==> src/common/cicd_pkg.sv <==
// Purpose: Shared constants and carriers for the integrator-comb decimator
// Assumes: One clock domain, APB register access with 32-bit data
// Notes:   Integrator words are kept MSB aligned on a 69-bit bus
package cicd_pkg;

    ////////////////////////////////////////////////////////////////////////////
    // Data path widths
    localparam int CICD_SAMPLE_W      = 24;   // Mixer sample and output width
    localparam int CICD_BUS_W         = 69;   // Extended bus, first integrator
    localparam int CICD_MAX_STAGES    = 5;    // Most integrator/comb pairs
    localparam int CICD_COMB_W        = 24;   // Every comb stage width
    localparam int CICD_SHIFT_W       = 6;    // Programmed shift code width
    localparam int CICD_MAX_SHIFT     = 47;   // Largest barrel shifter step
    localparam int CICD_EXP_W         = 3;    // Floating-point input exponent
    localparam int CICD_RANGE_W       = 3;    // Range-control exponent bits
    localparam int CICD_TOTAL_SHIFT_W = 7;    // Shift code plus both exponents
    localparam int CICD_COUNT_W       = 16;   // Output sample counter width

    // Integrator widths, stage one first
    localparam int CICD_INT_W [CICD_MAX_STAGES] = '{69, 62, 53, 44, 34};

    ////////////////////////////////////////////////////////////////////////////
    // Register byte offsets
    localparam logic [7:0] CICD_CTRL_OFS   = 8'h00;
    localparam logic [7:0] CICD_DECIM_OFS  = 8'h04;
    localparam logic [7:0] CICD_SHIFT_OFS  = 8'h08;
    localparam logic [7:0] CICD_STATUS_OFS = 8'h0C;

    // Field positions
    localparam int CICD_ORDER_LSB    = 0;     // Stage count, 3 bits
    localparam int CICD_ORDER_W      = 3;
    localparam int CICD_BYPASS_BIT   = 15;    // Filter bypass
    localparam int CICD_FEXP_EN_BIT  = 16;    // Add input exponent
    localparam int CICD_REXP_EN_BIT  = 17;    // Add range-control exponent
    localparam int CICD_PRESHIFT_LSB = 20;    // Shift code, bits 25:20
    localparam int CICD_DECIM_LSB    = 0;     // Decimation factor minus one
    localparam int CICD_PHASE_LSB    = 0;     // Status: decimation phase
    localparam int CICD_OUTCNT_LSB   = 16;    // Status: output sample count

    // Reset values
    localparam logic [2:0]  CICD_ORDER_RST    = 3'h5;
    localparam logic [15:0] CICD_DECIM_RST    = 16'h0000;
    localparam logic [5:0]  CICD_PRESHIFT_RST = 6'h00;

    ////////////////////////////////////////////////////////////////////////////
    // Carriers
    typedef struct packed {
        logic [CICD_SAMPLE_W-1:0] i;          // In-phase sample
        logic [CICD_SAMPLE_W-1:0] q;          // Quadrature sample
        logic [CICD_EXP_W-1:0]    exponent;   // Floating-point exponent
    } cicd_in_s;

    typedef struct packed {
        logic [CICD_SAMPLE_W-1:0] i;          // In-phase result
        logic [CICD_SAMPLE_W-1:0] q;          // Quadrature result
    } cicd_iq_s;

endpackage

==> src/rtl/cicd_comb.sv <==
// Purpose: Chain of comb differentiators run at the decimated rate
// Assumes: Strobe marks one decimated sample; order below STAGES+1
// Notes:   Stages beyond the programmed order pass data straight through
`timescale 1ns/1ps
module cicd_comb #(
    parameter int W      = 24,
    parameter int STAGES = 5
) (
    input  wire logic         pclk,
    input  wire logic         presetn,
    input  wire logic         clear,
    input  wire logic         strobe,
    input  wire logic [2:0]   order,
    input  wire logic [W-1:0] din,
    output logic      [W-1:0] dout
);
    import cicd_pkg::*;

    // Elaboration check on stage count
    if (STAGES < 1 || STAGES > 7) begin : g_bad_stages
        $error("cicd_comb: STAGES out of range");
    end

    logic [W-1:0] x     [STAGES+1];           // Stage inputs, last is output
    logic [W-1:0] prev_q [STAGES];            // One decimated sample delay

    assign x[0] = din;
    assign dout = x[STAGES];

    ////////////////////////////////////////////////////////////////////////////
    for (genvar k = 0; k < STAGES; k++) begin : g_stage
        wire stage_on = (3'(k) < order);      // Stage in use
        assign x[k+1] = stage_on ? (x[k] - prev_q[k]) : x[k];

        always_ff @(posedge pclk or negedge presetn) begin
            if (!presetn) begin
                prev_q[k] <= '0;
            end else if (clear) begin
                prev_q[k] <= '0;
            end else if (strobe) begin
                prev_q[k] <= x[k];
            end
        end
    end

endmodule

==> src/rtl/cicd_top.sv <==
// Purpose: Pre-shift attenuator and integrator-comb decimator, I and Q
// Assumes: Samples and attenuator word synchronous to pclk; APB slave
// Notes:   Zero-wait APB; writes to control or decimation restart filter
//          Combs see only the top 24 bits of the last active integrator, or of the shifter at order zero
//          No overflow guard on shifter or integrators
`timescale 1ns/1ps
module cicd_top #(
    parameter int DECIM_W = 16,               // Decimation counter width
    parameter int ATTEN_W = 8                 // Attenuator control word width
) (
    input  wire logic                   pclk,
    input  wire logic                   presetn,
    input  wire logic                   psel,
    input  wire logic                   penable,
    input  wire logic                   pwrite,
    input  wire logic [7:0]             paddr,
    input  wire logic [31:0]            pwdata,
    output logic      [31:0]            prdata,
    output logic                        pready,
    output logic                        pslverr,
    input  wire logic                   in_valid,
    input  wire cicd_pkg::cicd_in_s     in_sample,
    input  wire logic [ATTEN_W-1:0]     atten_ctrl,
    output logic                        out_valid,
    output cicd_pkg::cicd_iq_s          out_sample
);
    import cicd_pkg::*;

    ////////////////////////////////////////////////////////////////////////////
    // Elaboration checks
    // Phase reads back in a 16-bit status field
    if (DECIM_W < 1 || DECIM_W > 16) begin : g_bad_decim
        $error("cicd_top: DECIM_W must be 1 to 16");
    end
    // Range exponent is cut from the top bits
    if (ATTEN_W < CICD_RANGE_W) begin : g_bad_atten
        $error("cicd_top: ATTEN_W narrower than range exponent");
    end

    ////////////////////////////////////////////////////////////////////////////
    // Register state
    // Software view, all reset by presetn; cleared except order_q, which loads five
    logic [2:0]              order_q;         // Stage pairs in use
    logic                    bypass_q;        // Filter bypassed
    logic                    fexp_en_q;       // Add input exponent
    logic                    rexp_en_q;       // Add range exponent
    logic [DECIM_W-1:0]      decim_q;         // Decimation factor minus one
    logic [CICD_SHIFT_W-1:0] preshift_q;      // preshift_amount field
    logic [31:0]             prdata_q;        // Read data holding flop
    logic                    clear_q;         // Restart pulse after a control or decimation write

    // Data path state
    // One flop stage sits before the integrators
    logic                    sh_vld_q;        // Shifted sample present
    logic [CICD_BUS_W-1:0]   sh_q [2];        // Shifted bus, per lane
    logic [DECIM_W-1:0]      phase_q;         // Input count within R
    logic                    dec_stb_q;       // Decimated sample ready
    logic                    out_valid_q;     // Output strobe
    cicd_iq_s                out_q;           // Output sample
    logic [CICD_COUNT_W-1:0] out_cnt_q;       // Produced sample count

    ////////////////////////////////////////////////////////////////////////////
    // APB decode
    // Phases of one transfer
    wire access   = psel & penable;           // Access phase
    wire setup    = psel & ~penable;          // Setup phase
    // Full byte compare, no aliases
    wire hit_ctrl = (paddr == CICD_CTRL_OFS);
    wire hit_dec  = (paddr == CICD_DECIM_OFS);
    wire hit_sh   = (paddr == CICD_SHIFT_OFS);
    wire hit_stat = (paddr == CICD_STATUS_OFS);
    wire hit_any  = hit_ctrl | hit_dec | hit_sh | hit_stat;
    // Writes land at the access edge
    wire wr_ctrl  = access & pwrite & hit_ctrl;
    wire wr_dec   = access & pwrite & hit_dec;
    wire wr_sh    = access & pwrite & hit_sh;

    // Status writes are dropped, no error
    // Never stalls; unmapped addresses answer with an error
    assign pready  = 1'b1;
    assign pslverr = access & ~hit_any;
    assign prdata  = prdata_q;

    // Refused values fold to the top
    // clamp order to five
    wire [2:0] wr_order = pwdata[CICD_ORDER_LSB +: CICD_ORDER_W];
    wire [2:0] order_in = (wr_order > 3'(CICD_MAX_STAGES)) ? 3'(CICD_MAX_STAGES)
                                                           : wr_order;

    // Read views of each register
    // Unused bits read as zero
    wire [31:0] rd_ctrl = (32'(order_q) << CICD_ORDER_LSB)
                        | (32'(bypass_q) << CICD_BYPASS_BIT)
                        | (32'(fexp_en_q) << CICD_FEXP_EN_BIT)
                        | (32'(rexp_en_q) << CICD_REXP_EN_BIT);
    wire [31:0] rd_dec  = 32'(decim_q) << CICD_DECIM_LSB;
    wire [31:0] rd_sh   = 32'(preshift_q) << CICD_PRESHIFT_LSB;
    wire [31:0] rd_stat = (32'(phase_q) << CICD_PHASE_LSB)
                        | (32'(out_cnt_q) << CICD_OUTCNT_LSB);
    wire [31:0] rd_mux  = hit_ctrl ? rd_ctrl :
                          hit_dec  ? rd_dec  :
                          hit_sh   ? rd_sh   :
                          hit_stat ? rd_stat : 32'h00000000;

    ////////////////////////////////////////////////////////////////////////////
    // Control register writes
    always_ff @(posedge pclk or negedge presetn) begin
        if (!presetn) begin
            // Five stages, filter in path
            order_q   <= CICD_ORDER_RST;
            bypass_q  <= 1'b0;
            fexp_en_q <= 1'b0;
            rexp_en_q <= 1'b0;
        end else if (wr_ctrl) begin
            // Fields land together
            order_q   <= order_in;
            bypass_q  <= pwdata[CICD_BYPASS_BIT];
            fexp_en_q <= pwdata[CICD_FEXP_EN_BIT];
            rexp_en_q <= pwdata[CICD_REXP_EN_BIT];
        end
    end

    // Decimation and shift code writes
    always_ff @(posedge pclk or negedge presetn) begin
        if (!presetn) begin
            decim_q    <= DECIM_W'(CICD_DECIM_RST);
            preshift_q <= CICD_PRESHIFT_RST;
        end else begin
            // Stored as R minus one
            if (wr_dec) begin
                decim_q <= pwdata[CICD_DECIM_LSB +: DECIM_W];
            end
            if (wr_sh) begin
                preshift_q <= pwdata[CICD_PRESHIFT_LSB +: CICD_SHIFT_W];
            end
        end
    end

    // Read data captured in setup, stable through access
    // Keeps the decode mux off prdata
    always_ff @(posedge pclk or negedge presetn) begin
        if (!presetn) begin
            prdata_q <= 32'h00000000;
        end else if (setup & ~pwrite) begin
            prdata_q <= rd_mux;
        end
    end

    // Restart after order or decimation change; stale sums would be garbage
    // One cycle late so new settings apply
    always_ff @(posedge pclk or negedge presetn) begin
        if (!presetn) begin
            clear_q <= 1'b0;
        end else begin
            clear_q <= wr_ctrl | wr_dec;
        end
    end

    ////////////////////////////////////////////////////////////////////////////
    // Shift total
    // three MSBs of attenuator word
    wire [CICD_RANGE_W-1:0] range_exp = atten_ctrl[ATTEN_W-1 -: CICD_RANGE_W];
    wire [CICD_EXP_W-1:0]   input_exp = in_sample.exponent;

    // Seven bits hold the largest sum
    // No saturation; software bounds it
    // exponents add to code
    wire [CICD_TOTAL_SHIFT_W-1:0] shift_total =
          CICD_TOTAL_SHIFT_W'(preshift_q)
        + (fexp_en_q ? CICD_TOTAL_SHIFT_W'(input_exp) : CICD_TOTAL_SHIFT_W'(0))
        + (rexp_en_q ? CICD_TOTAL_SHIFT_W'(range_exp) : CICD_TOTAL_SHIFT_W'(0));

    // Sample strobe follows the input by one cycle
    // Lines up with the shifter register
    always_ff @(posedge pclk or negedge presetn) begin
        if (!presetn) begin
            sh_vld_q <= 1'b0;
        end else begin
            sh_vld_q <= in_valid;
        end
    end

    ////////////////////////////////////////////////////////////////////////////
    // Decimation phase: one comb sample per R shifted samples
    // Counts accepted samples only
    wire last_phase = (phase_q == decim_q);

    always_ff @(posedge pclk or negedge presetn) begin
        if (!presetn) begin
            phase_q   <= '0;
            dec_stb_q <= 1'b0;
        // Bypass parks the phase and strobe
        end else if (clear_q || bypass_q) begin
            phase_q   <= '0;
            dec_stb_q <= 1'b0;
        end else begin
            // Strobe on the R-th sample
            dec_stb_q <= sh_vld_q & last_phase;
            if (sh_vld_q) begin
                phase_q <= last_phase ? '0 : phase_q + DECIM_W'(1);
            end
        end
    end

    ////////////////////////////////////////////////////////////////////////////
    // Per-lane data path: lane 0 in-phase, lane 1 quadrature
    // Lanes share the shift total and strobes
    logic [CICD_COMB_W-1:0] comb_out [2];     // Comb chain results

    for (genvar ln = 0; ln < 2; ln++) begin : g_lane
        wire [CICD_SAMPLE_W-1:0] raw = (ln == 0) ? in_sample.i : in_sample.q;

        wire [CICD_BUS_W-1:0] ext = {{(CICD_BUS_W-CICD_SAMPLE_W){raw[CICD_SAMPLE_W-1]}},
                                     raw};

        // Shift above 68 clears the lane
        // left barrel shift
        wire [CICD_BUS_W-1:0] shifted = ext << shift_total;

        // Shifter output register
        // Holds between samples
        always_ff @(posedge pclk or negedge presetn) begin
            if (!presetn) begin
                sh_q[ln] <= '0;
            end else if (in_valid) begin
                sh_q[ln] <= shifted;
            end
        end

        // Integrators held MSB aligned; low bits below each width stay zero
        // Pipelined: each stage adds the old sum
        // Wrap is harmless, combs undo it
        logic [CICD_BUS_W-1:0] acc_q [CICD_MAX_STAGES];

        for (genvar k = 0; k < CICD_MAX_STAGES; k++) begin : g_int
            localparam logic [CICD_BUS_W-1:0] MASK =
                {CICD_BUS_W{1'b1}} << (CICD_BUS_W - CICD_INT_W[k]);
            logic [CICD_BUS_W-1:0] stage_in;  // Addend for this stage
            // Stage one takes the shifter
            if (k == 0) begin : g_head
                assign stage_in = sh_q[ln];
            end else begin : g_tail
                assign stage_in = acc_q[k-1];
            end

            always_ff @(posedge pclk or negedge presetn) begin
                if (!presetn) begin
                    acc_q[k] <= '0;
                end else if (clear_q) begin
                    acc_q[k] <= '0;
                end else if (sh_vld_q) begin
                    acc_q[k] <= (acc_q[k] + stage_in) & MASK;
                end
            end
        end

        // Order zero feeds the bus straight on
        // pick last active integrator
        wire [CICD_BUS_W-1:0] int_sel = (order_q == 3'h0) ? sh_q[ln]
                                                         : acc_q[order_q - 3'h1];
        wire [CICD_COMB_W-1:0] comb_in = int_sel[CICD_BUS_W-1 -: CICD_COMB_W];

        // Comb chain at the decimated rate
        // Combs move on the strobe only
        cicd_comb #(
            .W      (CICD_COMB_W),
            .STAGES (CICD_MAX_STAGES)
        ) u_comb (
            .pclk    (pclk),
            .presetn (presetn),
            .clear   (clear_q),
            .strobe  (dec_stb_q),
            .order   (order_q),
            .din     (comb_in),
            .dout    (comb_out[ln])
        );
    end

    ////////////////////////////////////////////////////////////////////////////
    // Output selection
    // Never both at once: take_filt needs bypass_q low
    // bypass passes top 24 bits
    wire [CICD_SAMPLE_W-1:0] byp_i = sh_q[0][CICD_BUS_W-1 -: CICD_SAMPLE_W];
    wire [CICD_SAMPLE_W-1:0] byp_q = sh_q[1][CICD_BUS_W-1 -: CICD_SAMPLE_W];
    wire                     take_byp  = bypass_q & sh_vld_q;
    wire                     take_filt = ~bypass_q & dec_stb_q;

    // Output register, strobe is a one-cycle pulse
    always_ff @(posedge pclk or negedge presetn) begin
        if (!presetn) begin
            out_valid_q <= 1'b0;
            out_q       <= '0;
        end else begin
            // Data holds until the next strobe
            out_valid_q <= take_byp | take_filt;
            if (take_byp) begin
                out_q.i <= byp_i;
                out_q.q <= byp_q;
            end else if (take_filt) begin
                out_q.i <= comb_out[0];
                out_q.q <= comb_out[1];
            end
        end
    end

    // Produced sample count for software, wraps silently
    // Read back through the status word
    always_ff @(posedge pclk or negedge presetn) begin
        if (!presetn) begin
            out_cnt_q <= '0;
        end else if (out_valid_q) begin
            out_cnt_q <= out_cnt_q + CICD_COUNT_W'(1);
        end
    end

    // Ports come straight from flops
    assign out_valid  = out_valid_q;
    assign out_sample = out_q;

endmodule

==> config.mk <==
export PLATFORM = sky130hd
export DESIGN_NAME = cicd_top
export DESIGN_NICKNAME = d
export VERILOG_FILES = /design/src/common/cicd_pkg.sv /design/src/rtl/cicd_comb.sv /design/src/rtl/cicd_top.sv
export SDC_FILE = /design/constraint.sdc
export NUM_CORES = 2
export LEC_CHECK = 0
export BUFFER_PORTS_ARGS = -buffer_cell sky130_fd_sc_hd__buf_2
export CAP_MARGIN = 5
export CORE_MARGIN = 1
export CORE_UTILIZATION = 55
export DETAILED_ROUTE_END_ITERATION = 8
export PLACE_DENSITY = 0.76
export SLEW_MARGIN = 20
export SYNTH_ARGS = -nofsm -noshare
export SYNTH_HDL_FRONTEND = slang
export SYNTH_SLANG_ARGS = --single-unit
==> constraint.sdc <==
create_clock -name pclk -period 21.4 [get_ports pclk]
set_input_delay 4.28 -clock pclk [delete_from_list [all_inputs] [get_ports pclk]]
set_output_delay 4.28 -clock pclk [all_outputs]
set_load 0.1 [all_outputs]
Word level (Yosys, flattened, before mapping)
Index checks and enable logic that the tools add are counted.
{"block": "totals", "reg_bits": 1212, "inputBits": 105, "output_inout_bits": 83, "wordCells": 178}
{"block": "classes", "addsub": 25, "magnitude_cmp": 7, "n_reduce_logical": 7, "bitwise": 25, "n_eq_ne": 4, "shifts": 2, "muxes": 71}
{"operator": "69-bit 2-to-1 mux", "n": 26}
{"operator": "24-bit 2-to-1 mux", "n": 30}
{"operator": "69-bit adder", "n": 10}
{"operator": "69-bit binary-select mux with 3-bit select", "n": 2}
{"operator": "24-bit subtractor", "n": 10}
{"operator": "69-bit by 7-bit left shift with 69-bit output", "n": 2}
{"operator": "32-bit 2-to-1 mux", "n": 4}
{"operator": "48-bit 2-to-1 mux", "n": 2}
{"operator": "16-bit 2-to-1 mux", "n": 3}
{"operator": "16-bit by 1-bit adder with 16-bit output, second input constant", "n": 2}
{"operator": "16-bit by 32-bit bitwise OR with 32-bit output", "n": 1}
{"operator": "17-bit by 18-bit bitwise OR with 18-bit output", "n": 1}
{"operator": "16-bit by 17-bit bitwise OR with 17-bit output", "n": 1}
{"operator": "16-bit == test", "n": 1}
{"operator": "8-bit by 4-bit == test with 1-bit output, second input constant", "n": 2}
{"operator": "3-bit by 16-bit bitwise OR with 16-bit output", "n": 1}
{"operator": "1-bit AND", "n": 11}
{"operator": "3-bit 2-to-1 mux", "n": 3}
{"operator": "8-bit by 3-bit == test with 1-bit output, second input constant", "n": 1}
{"operator": "8-bit logical NOT", "n": 1}
{"operator": "2-bit nonzero test", "n": 4}
{"operator": "6-bit by 3-bit adder with 7-bit output", "n": 1}
{"operator": "7-bit by 3-bit adder with 7-bit output", "n": 1}
{"operator": "1-bit by 3-bit < comparator with 1-bit output, first input constant", "n": 2}
{"operator": "other kinds (11)", "n": 19}

Depth between registers and ports, before layout
{"block": "depth", "ltp_word": 18, "mapped_depth": 63, "ltp_nobuf": 59}

Modules after synthesis
Synthesis repeated with hierarchy kept, for this count alone.
{"block": "unflattened", "cells_unflattened": 10691, "area_unflattened_um2": 89338.2}
{"mod": "cicd_top", "seq_area_each_um2": 20171.8, "instances": 1, "cells_each": 7498, "area_per_inst_um2": 64642.0}
{"mod": "cicd_comb at g_lane[1].u_comb", "seq_area_each_um2": 3002.9, "instances": 1, "cells_each": 1607, "area_per_inst_um2": 12425.7}
{"mod": "cicd_comb at g_lane[0].u_comb", "seq_area_each_um2": 3002.9, "instances": 1, "cells_each": 1586, "area_per_inst_um2": 12270.5}

Worst setup path before layout
No wires, ideal clock.
{"block": "synth_path", "path_type": "flip-flop to flip-flop", "startpoint": "reg order_q[0]", "endpoint": "reg out_q (netlist bit out_sample[47])", "path_stages_with_launch": 60, "arrival_ps": 11212, "t_required_ps": 21265, "setup_ps": 135, "path_buffers": 4, "path_slack_ps": 10053, "period_less_slack_ps": 11347, "path_cell_list": "dfstp_2 buf_2 buf_2 inv_1 ha_1 buf_1 clkbuf_1 mux4_2 a22oi_1 a21oi_1 inv_1 ha_1 inv_1 fa_1 a21o_1 a21oi_1 o21bai_1 a21oi_1 (+24 left out) or3_1 a31oi_1 o21bai_1 a21oi_1 xnor2_1 nor2_1 o21bai_1 inv_1 ha_1 a21o_1 or3_1 a211o_1 o221ai_1 o21ai_0 xor2_1 nor2_1 xnor2_1 o21ai_0"}
{"block": "synth_between", "elab_chain_len": 18, "word_cells_on_any_way": 24, "cone_classes": "add/sub (6); order compare (5); mux (11); bitwise (1); reduce/logical (1)"}
{"item": "start: declaration", "line_no": "cicd_top.sv:43", "text": "logic [2:0] order_q;"}
{"item": "start signal: assignment", "line_no": "cicd_top.sv:116", "text": "order_q <= order_in;"}
{"item": "3-bit by 1-bit subtractor with 3-bit output", "line_no": "cicd_top.sv:260", "text": ": acc_q[order_q - 3'h1];"}
{"item": "3-bit inverter with 4-bit output (not written as such)", "line_no": "cicd_top.sv:260"}
{"item": "69-bit binary-select mux with 3-bit select", "line_no": "cicd_top.sv:260"}
{"item": "69-bit 2-to-1 mux (not written as such) (2 in a row)", "line_no": "cicd_top.sv:260"}
{"item": "69-bit 2-to-1 mux", "line_no": "cicd_top.sv:259", "text": "wire [CICD_BUS_W-1:0] int_sel = (order_q == 3'h0) ? sh_q[ln]"}
{"item": "24-bit subtractor", "line_no": "cicd_comb.sv:33", "text": "assign x[k+1] = stage_on ? (x[k] - prev_q[k]) : x[k];"}
{"item": "24-bit 2-to-1 mux", "line_no": "cicd_comb.sv:33"}
{"item": "24-bit subtractor", "line_no": "cicd_comb.sv:33"}
{"item": "24-bit 2-to-1 mux", "line_no": "cicd_comb.sv:33"}
{"item": "24-bit subtractor", "line_no": "cicd_comb.sv:33"}
{"item": "24-bit 2-to-1 mux", "line_no": "cicd_comb.sv:33"}
{"item": "24-bit subtractor", "line_no": "cicd_comb.sv:33"}
{"item": "24-bit 2-to-1 mux", "line_no": "cicd_comb.sv:33"}
{"item": "24-bit subtractor", "line_no": "cicd_comb.sv:33"}
{"item": "24-bit 2-to-1 mux (*)", "line_no": "cicd_comb.sv:33"}
{"item": "48-bit 2-to-1 mux (*)", "line_no": "cicd_top.sv:299", "text": "end else if (take_filt) begin"}
{"item": "48-bit 2-to-1 mux (*)", "line_no": "cicd_top.sv:296", "text": "if (take_byp) begin"}
{"item": "end: declaration", "line_no": "cicd_top.sv:59", "text": "cicd_iq_s out_q;"}
Mark *: on every way between the ends. The rest lies on a longest branch, timed or not. The select of a mux whose other input is x is not followed.
A chain may end at the register's enable or synchronous reset.

Worst setup path in the final report
{"block": "layout_path", "startpoint": "reg order_q[0]", "endpoint": "reg out_q (netlist bit out_sample[23])"}
The elaborated chain is that of the path after synthesis.

==> qor.yml <==
synth_top_cell_by_area: "dfrtp_1"
synthArstFlopShare: 1.00
clockBufferDepth: 3
multi_input_comb_area_mm2: 0.0564
start_util: 0.557
crit_slowest_cell: "dfstp_4"
relSlewSlack: 0.183
ys_ff_latch: 1046
routed_wl_mm: 262
cts_tree: "done"
fp-row-count: 144
synthTopCellsByArea: "dfrtp_1, ha_1, nor2_1"
post_cts_buffers: 0
hold_viol: 0
gp_congestion: 1.00
grt_start_max_net_pins: 169
path_max_fanout: 49
vias: 77380
layout-drive-gt1-share: 0.0701
syn_inst: 10176
clkTransAtPathRegs_ns: 0.07
synth_top_area_share: 0.303
antenna_found_initial: 16
first_global_vias: 74072
synth_area_per_cell_um2: 8.48
yosysSeqAreaShare: 0.303
area_delta_synth_final_pct: 8.10
cts_buffers: 131
fin_setup_tns_ns: 0
worstHoldStart: "prdata[30]"
io_buffers: 173
hold_class: "reg -> reg"
fin_worst_skew_ns: 0.0419
die_y_um: 398
startpoint: "order_q[0]"
worst_pin_slew_ns: 1.21
critical_path_class: "reg -> reg"
period_share: 0.656
post-place-ws_ns: 7.57
track_usage: 0.326
boundaryPins: 188
cts_hold_buf: 0
finalSetupViolations: 0
grt_pass1_wl_mm: 410
hpwlAfterDp_mm: 194
rsz0062_at_grt: "no"
arrival_ns: 14.70
syn_area_mm2: 0.0863
cap_viol_max_count: 0
seq_area_mm2: 0.0262
place_area_mm2: 0.0888
fin_area_mm2: 0.0933
wl_per_cell_um: 21.4
utilization: 0.602
synth_ff_type: "dfrtp_1"
core-area_mm2: 0.155
synth_nets: 11057
crit_path_start_kind: "flip-flop"
first_pass_iters: 8
slew_viol_final: 0
endpoint_kind: "flip-flop"
synth-edff-count: 0
period_needed_ns: 14.03
nets: 10971
clk_latency_ns: 0.80
yosys_warnings: 0
ant_nets: 0
grt-ovfl-total: 0
clock-sinks: 1046
die_w_um: 398
ctsRootBufferMaster: "clkbuf_16"
slowest_delay_ns: 0.96
cp.required_ns: 22.07
rr_startpoint: "order_q[0]"
drc: 0
worst_slack_ns: 7.37
max_freq_mhz: 71.3
ctsResizeCount: 0
viasPerCell: 6.32
nFillCells: 13446
status: "finished, final reports clean"
drtIter0Drc: 6755
die_area_mm2: 0.158
ys_types: 92
htreeDepth: 4
## cells in the final DEF (no fill, tap or decap), types with 94 or more instances in the layout
cell	instances
a22oi_1	100
xnor2_1	436
nor2_1	1212
nand2_1	737
inv_1	546
clkbuf_16	133
nor2b_1	99
mux2i_1	449
nand3_1	171
nor3_1	118
a211oi_1	218
dfrtp_1	1041
a21oi_1	899
o21a_1	100
o21ai_0	685
xor2_1	264
buf_2	172
o21bai_1	147
nand4_1	94
ha_1	750
a21o_1	436
## worst max-delay path, delay by kind of cell (launching register included)
kind / cells / cell delay [ns]
AO/OA/AOI/OAI: 25 / 6.24
XOR/XNOR: 7 / 1.33
adder cells (fa/ha/maj): 7 / 2.32
buffers and inverters: 9 / 1.81
flip-flops: 1 / 0.96
multiplexers: 1 / 0.30
AND/OR/NAND/NOR: 8 / 0.88
## path summary, 6_finish.rpt
kind,end,slack (ns),depth (start not counted)
hold / removal,prdata[30],0.47,2
max in group asynchronous,g_lane[1].u_comb.prev_q[70],14.47,5
setup / recovery,out_sample[23],7.37,57
setup reg to reg,out_sample[23],7.37,57
min in group asynchronous,g_lane[0].g_int[3].stage_in[17],3.51,1
hold reg to reg,prdata[30],0.47,2
## cells by family after synthesis
logic type,share of synthesized area
DFF,0.303
xor gates and xnor gates,0.0720
adders and majority gates,0.115
other,0.0000435
buffers and inverters,0.0451
AOI/OAI and AO/OA,0.239
and+or+nand+nor,0.145
muxes,0.0808
## sequential cells by signal, indices dropped and copies added, names as in the netlist, 3 cells and up
| name | count |
|---|---|
| decim_q | 16 |
| g_lane.acc_q | 68 |
| g_lane.g_int.stage_in | 594 |
| g_lane.u_comb.prev_q | 240 |
| order_q | 3 |
| out_cnt_q | 16 |
| out_sample | 48 |
| phase_q | 16 |
| prdata | 32 |
| preshift_q | 6 |
## synthesized netlist by cell type (all sizes together), types with 68 or more instances
| master | instances |
|---|---|
| xor2 | 267 |
| a31oi | 91 |
| xnor2 | 440 |
| a21oi | 900 |
| mux2i | 449 |
| buf | 79 |
| dfrtp | 1044 |
| mux2 | 68 |
| nand2b | 87 |
| ha | 752 |
| inv | 548 |
| o21a | 100 |
| nor3 | 118 |
| nand3 | 171 |
| o21bai | 147 |
| nor2 | 1218 |
| nor2b | 99 |
| and3 | 76 |
| a211oi | 218 |
| a22oi | 100 |
| o21ai | 692 |
| clkbuf | 401 |
| nand4 | 94 |
| a21o | 436 |
| nand2 | 742 |
| mux4 | 76 |
## stage by stage
stage / cells / hold slack, ns
after floorplan: 10176 / 0.445
after global placement: 12001 / 0.454
after detailed placement: 12001 / 0.455
after CTS: 12231 / 0.470
after global routing: 12232 / 0.493
final: 12234 / 0.471
## layer usage
layer	global-route usage	vias up	routed length, um
met3	0.0671	631	24100
met1	0.430	37167	109000
met4	0.148	20	12300
met5	0	-	126
met2	0.512	2985	117000
li1	-	36577	-
## layout make-up
class                           count  share of cell area
Antenna cell                        3           0.0000805
Clock buffer                      172              0.0397
Clock inverter                     58             0.00825
Inverter                          549              0.0222
Multi-Input combinational cell   8101               0.605
Sequential cell                  1046               0.281
Tap cell                         2044              0.0274
Timing Repair Buffer              261              0.0170
Power is not shown: default switching activity piles up to over one toggle a cycle in this logic, so the estimate is an artifact.
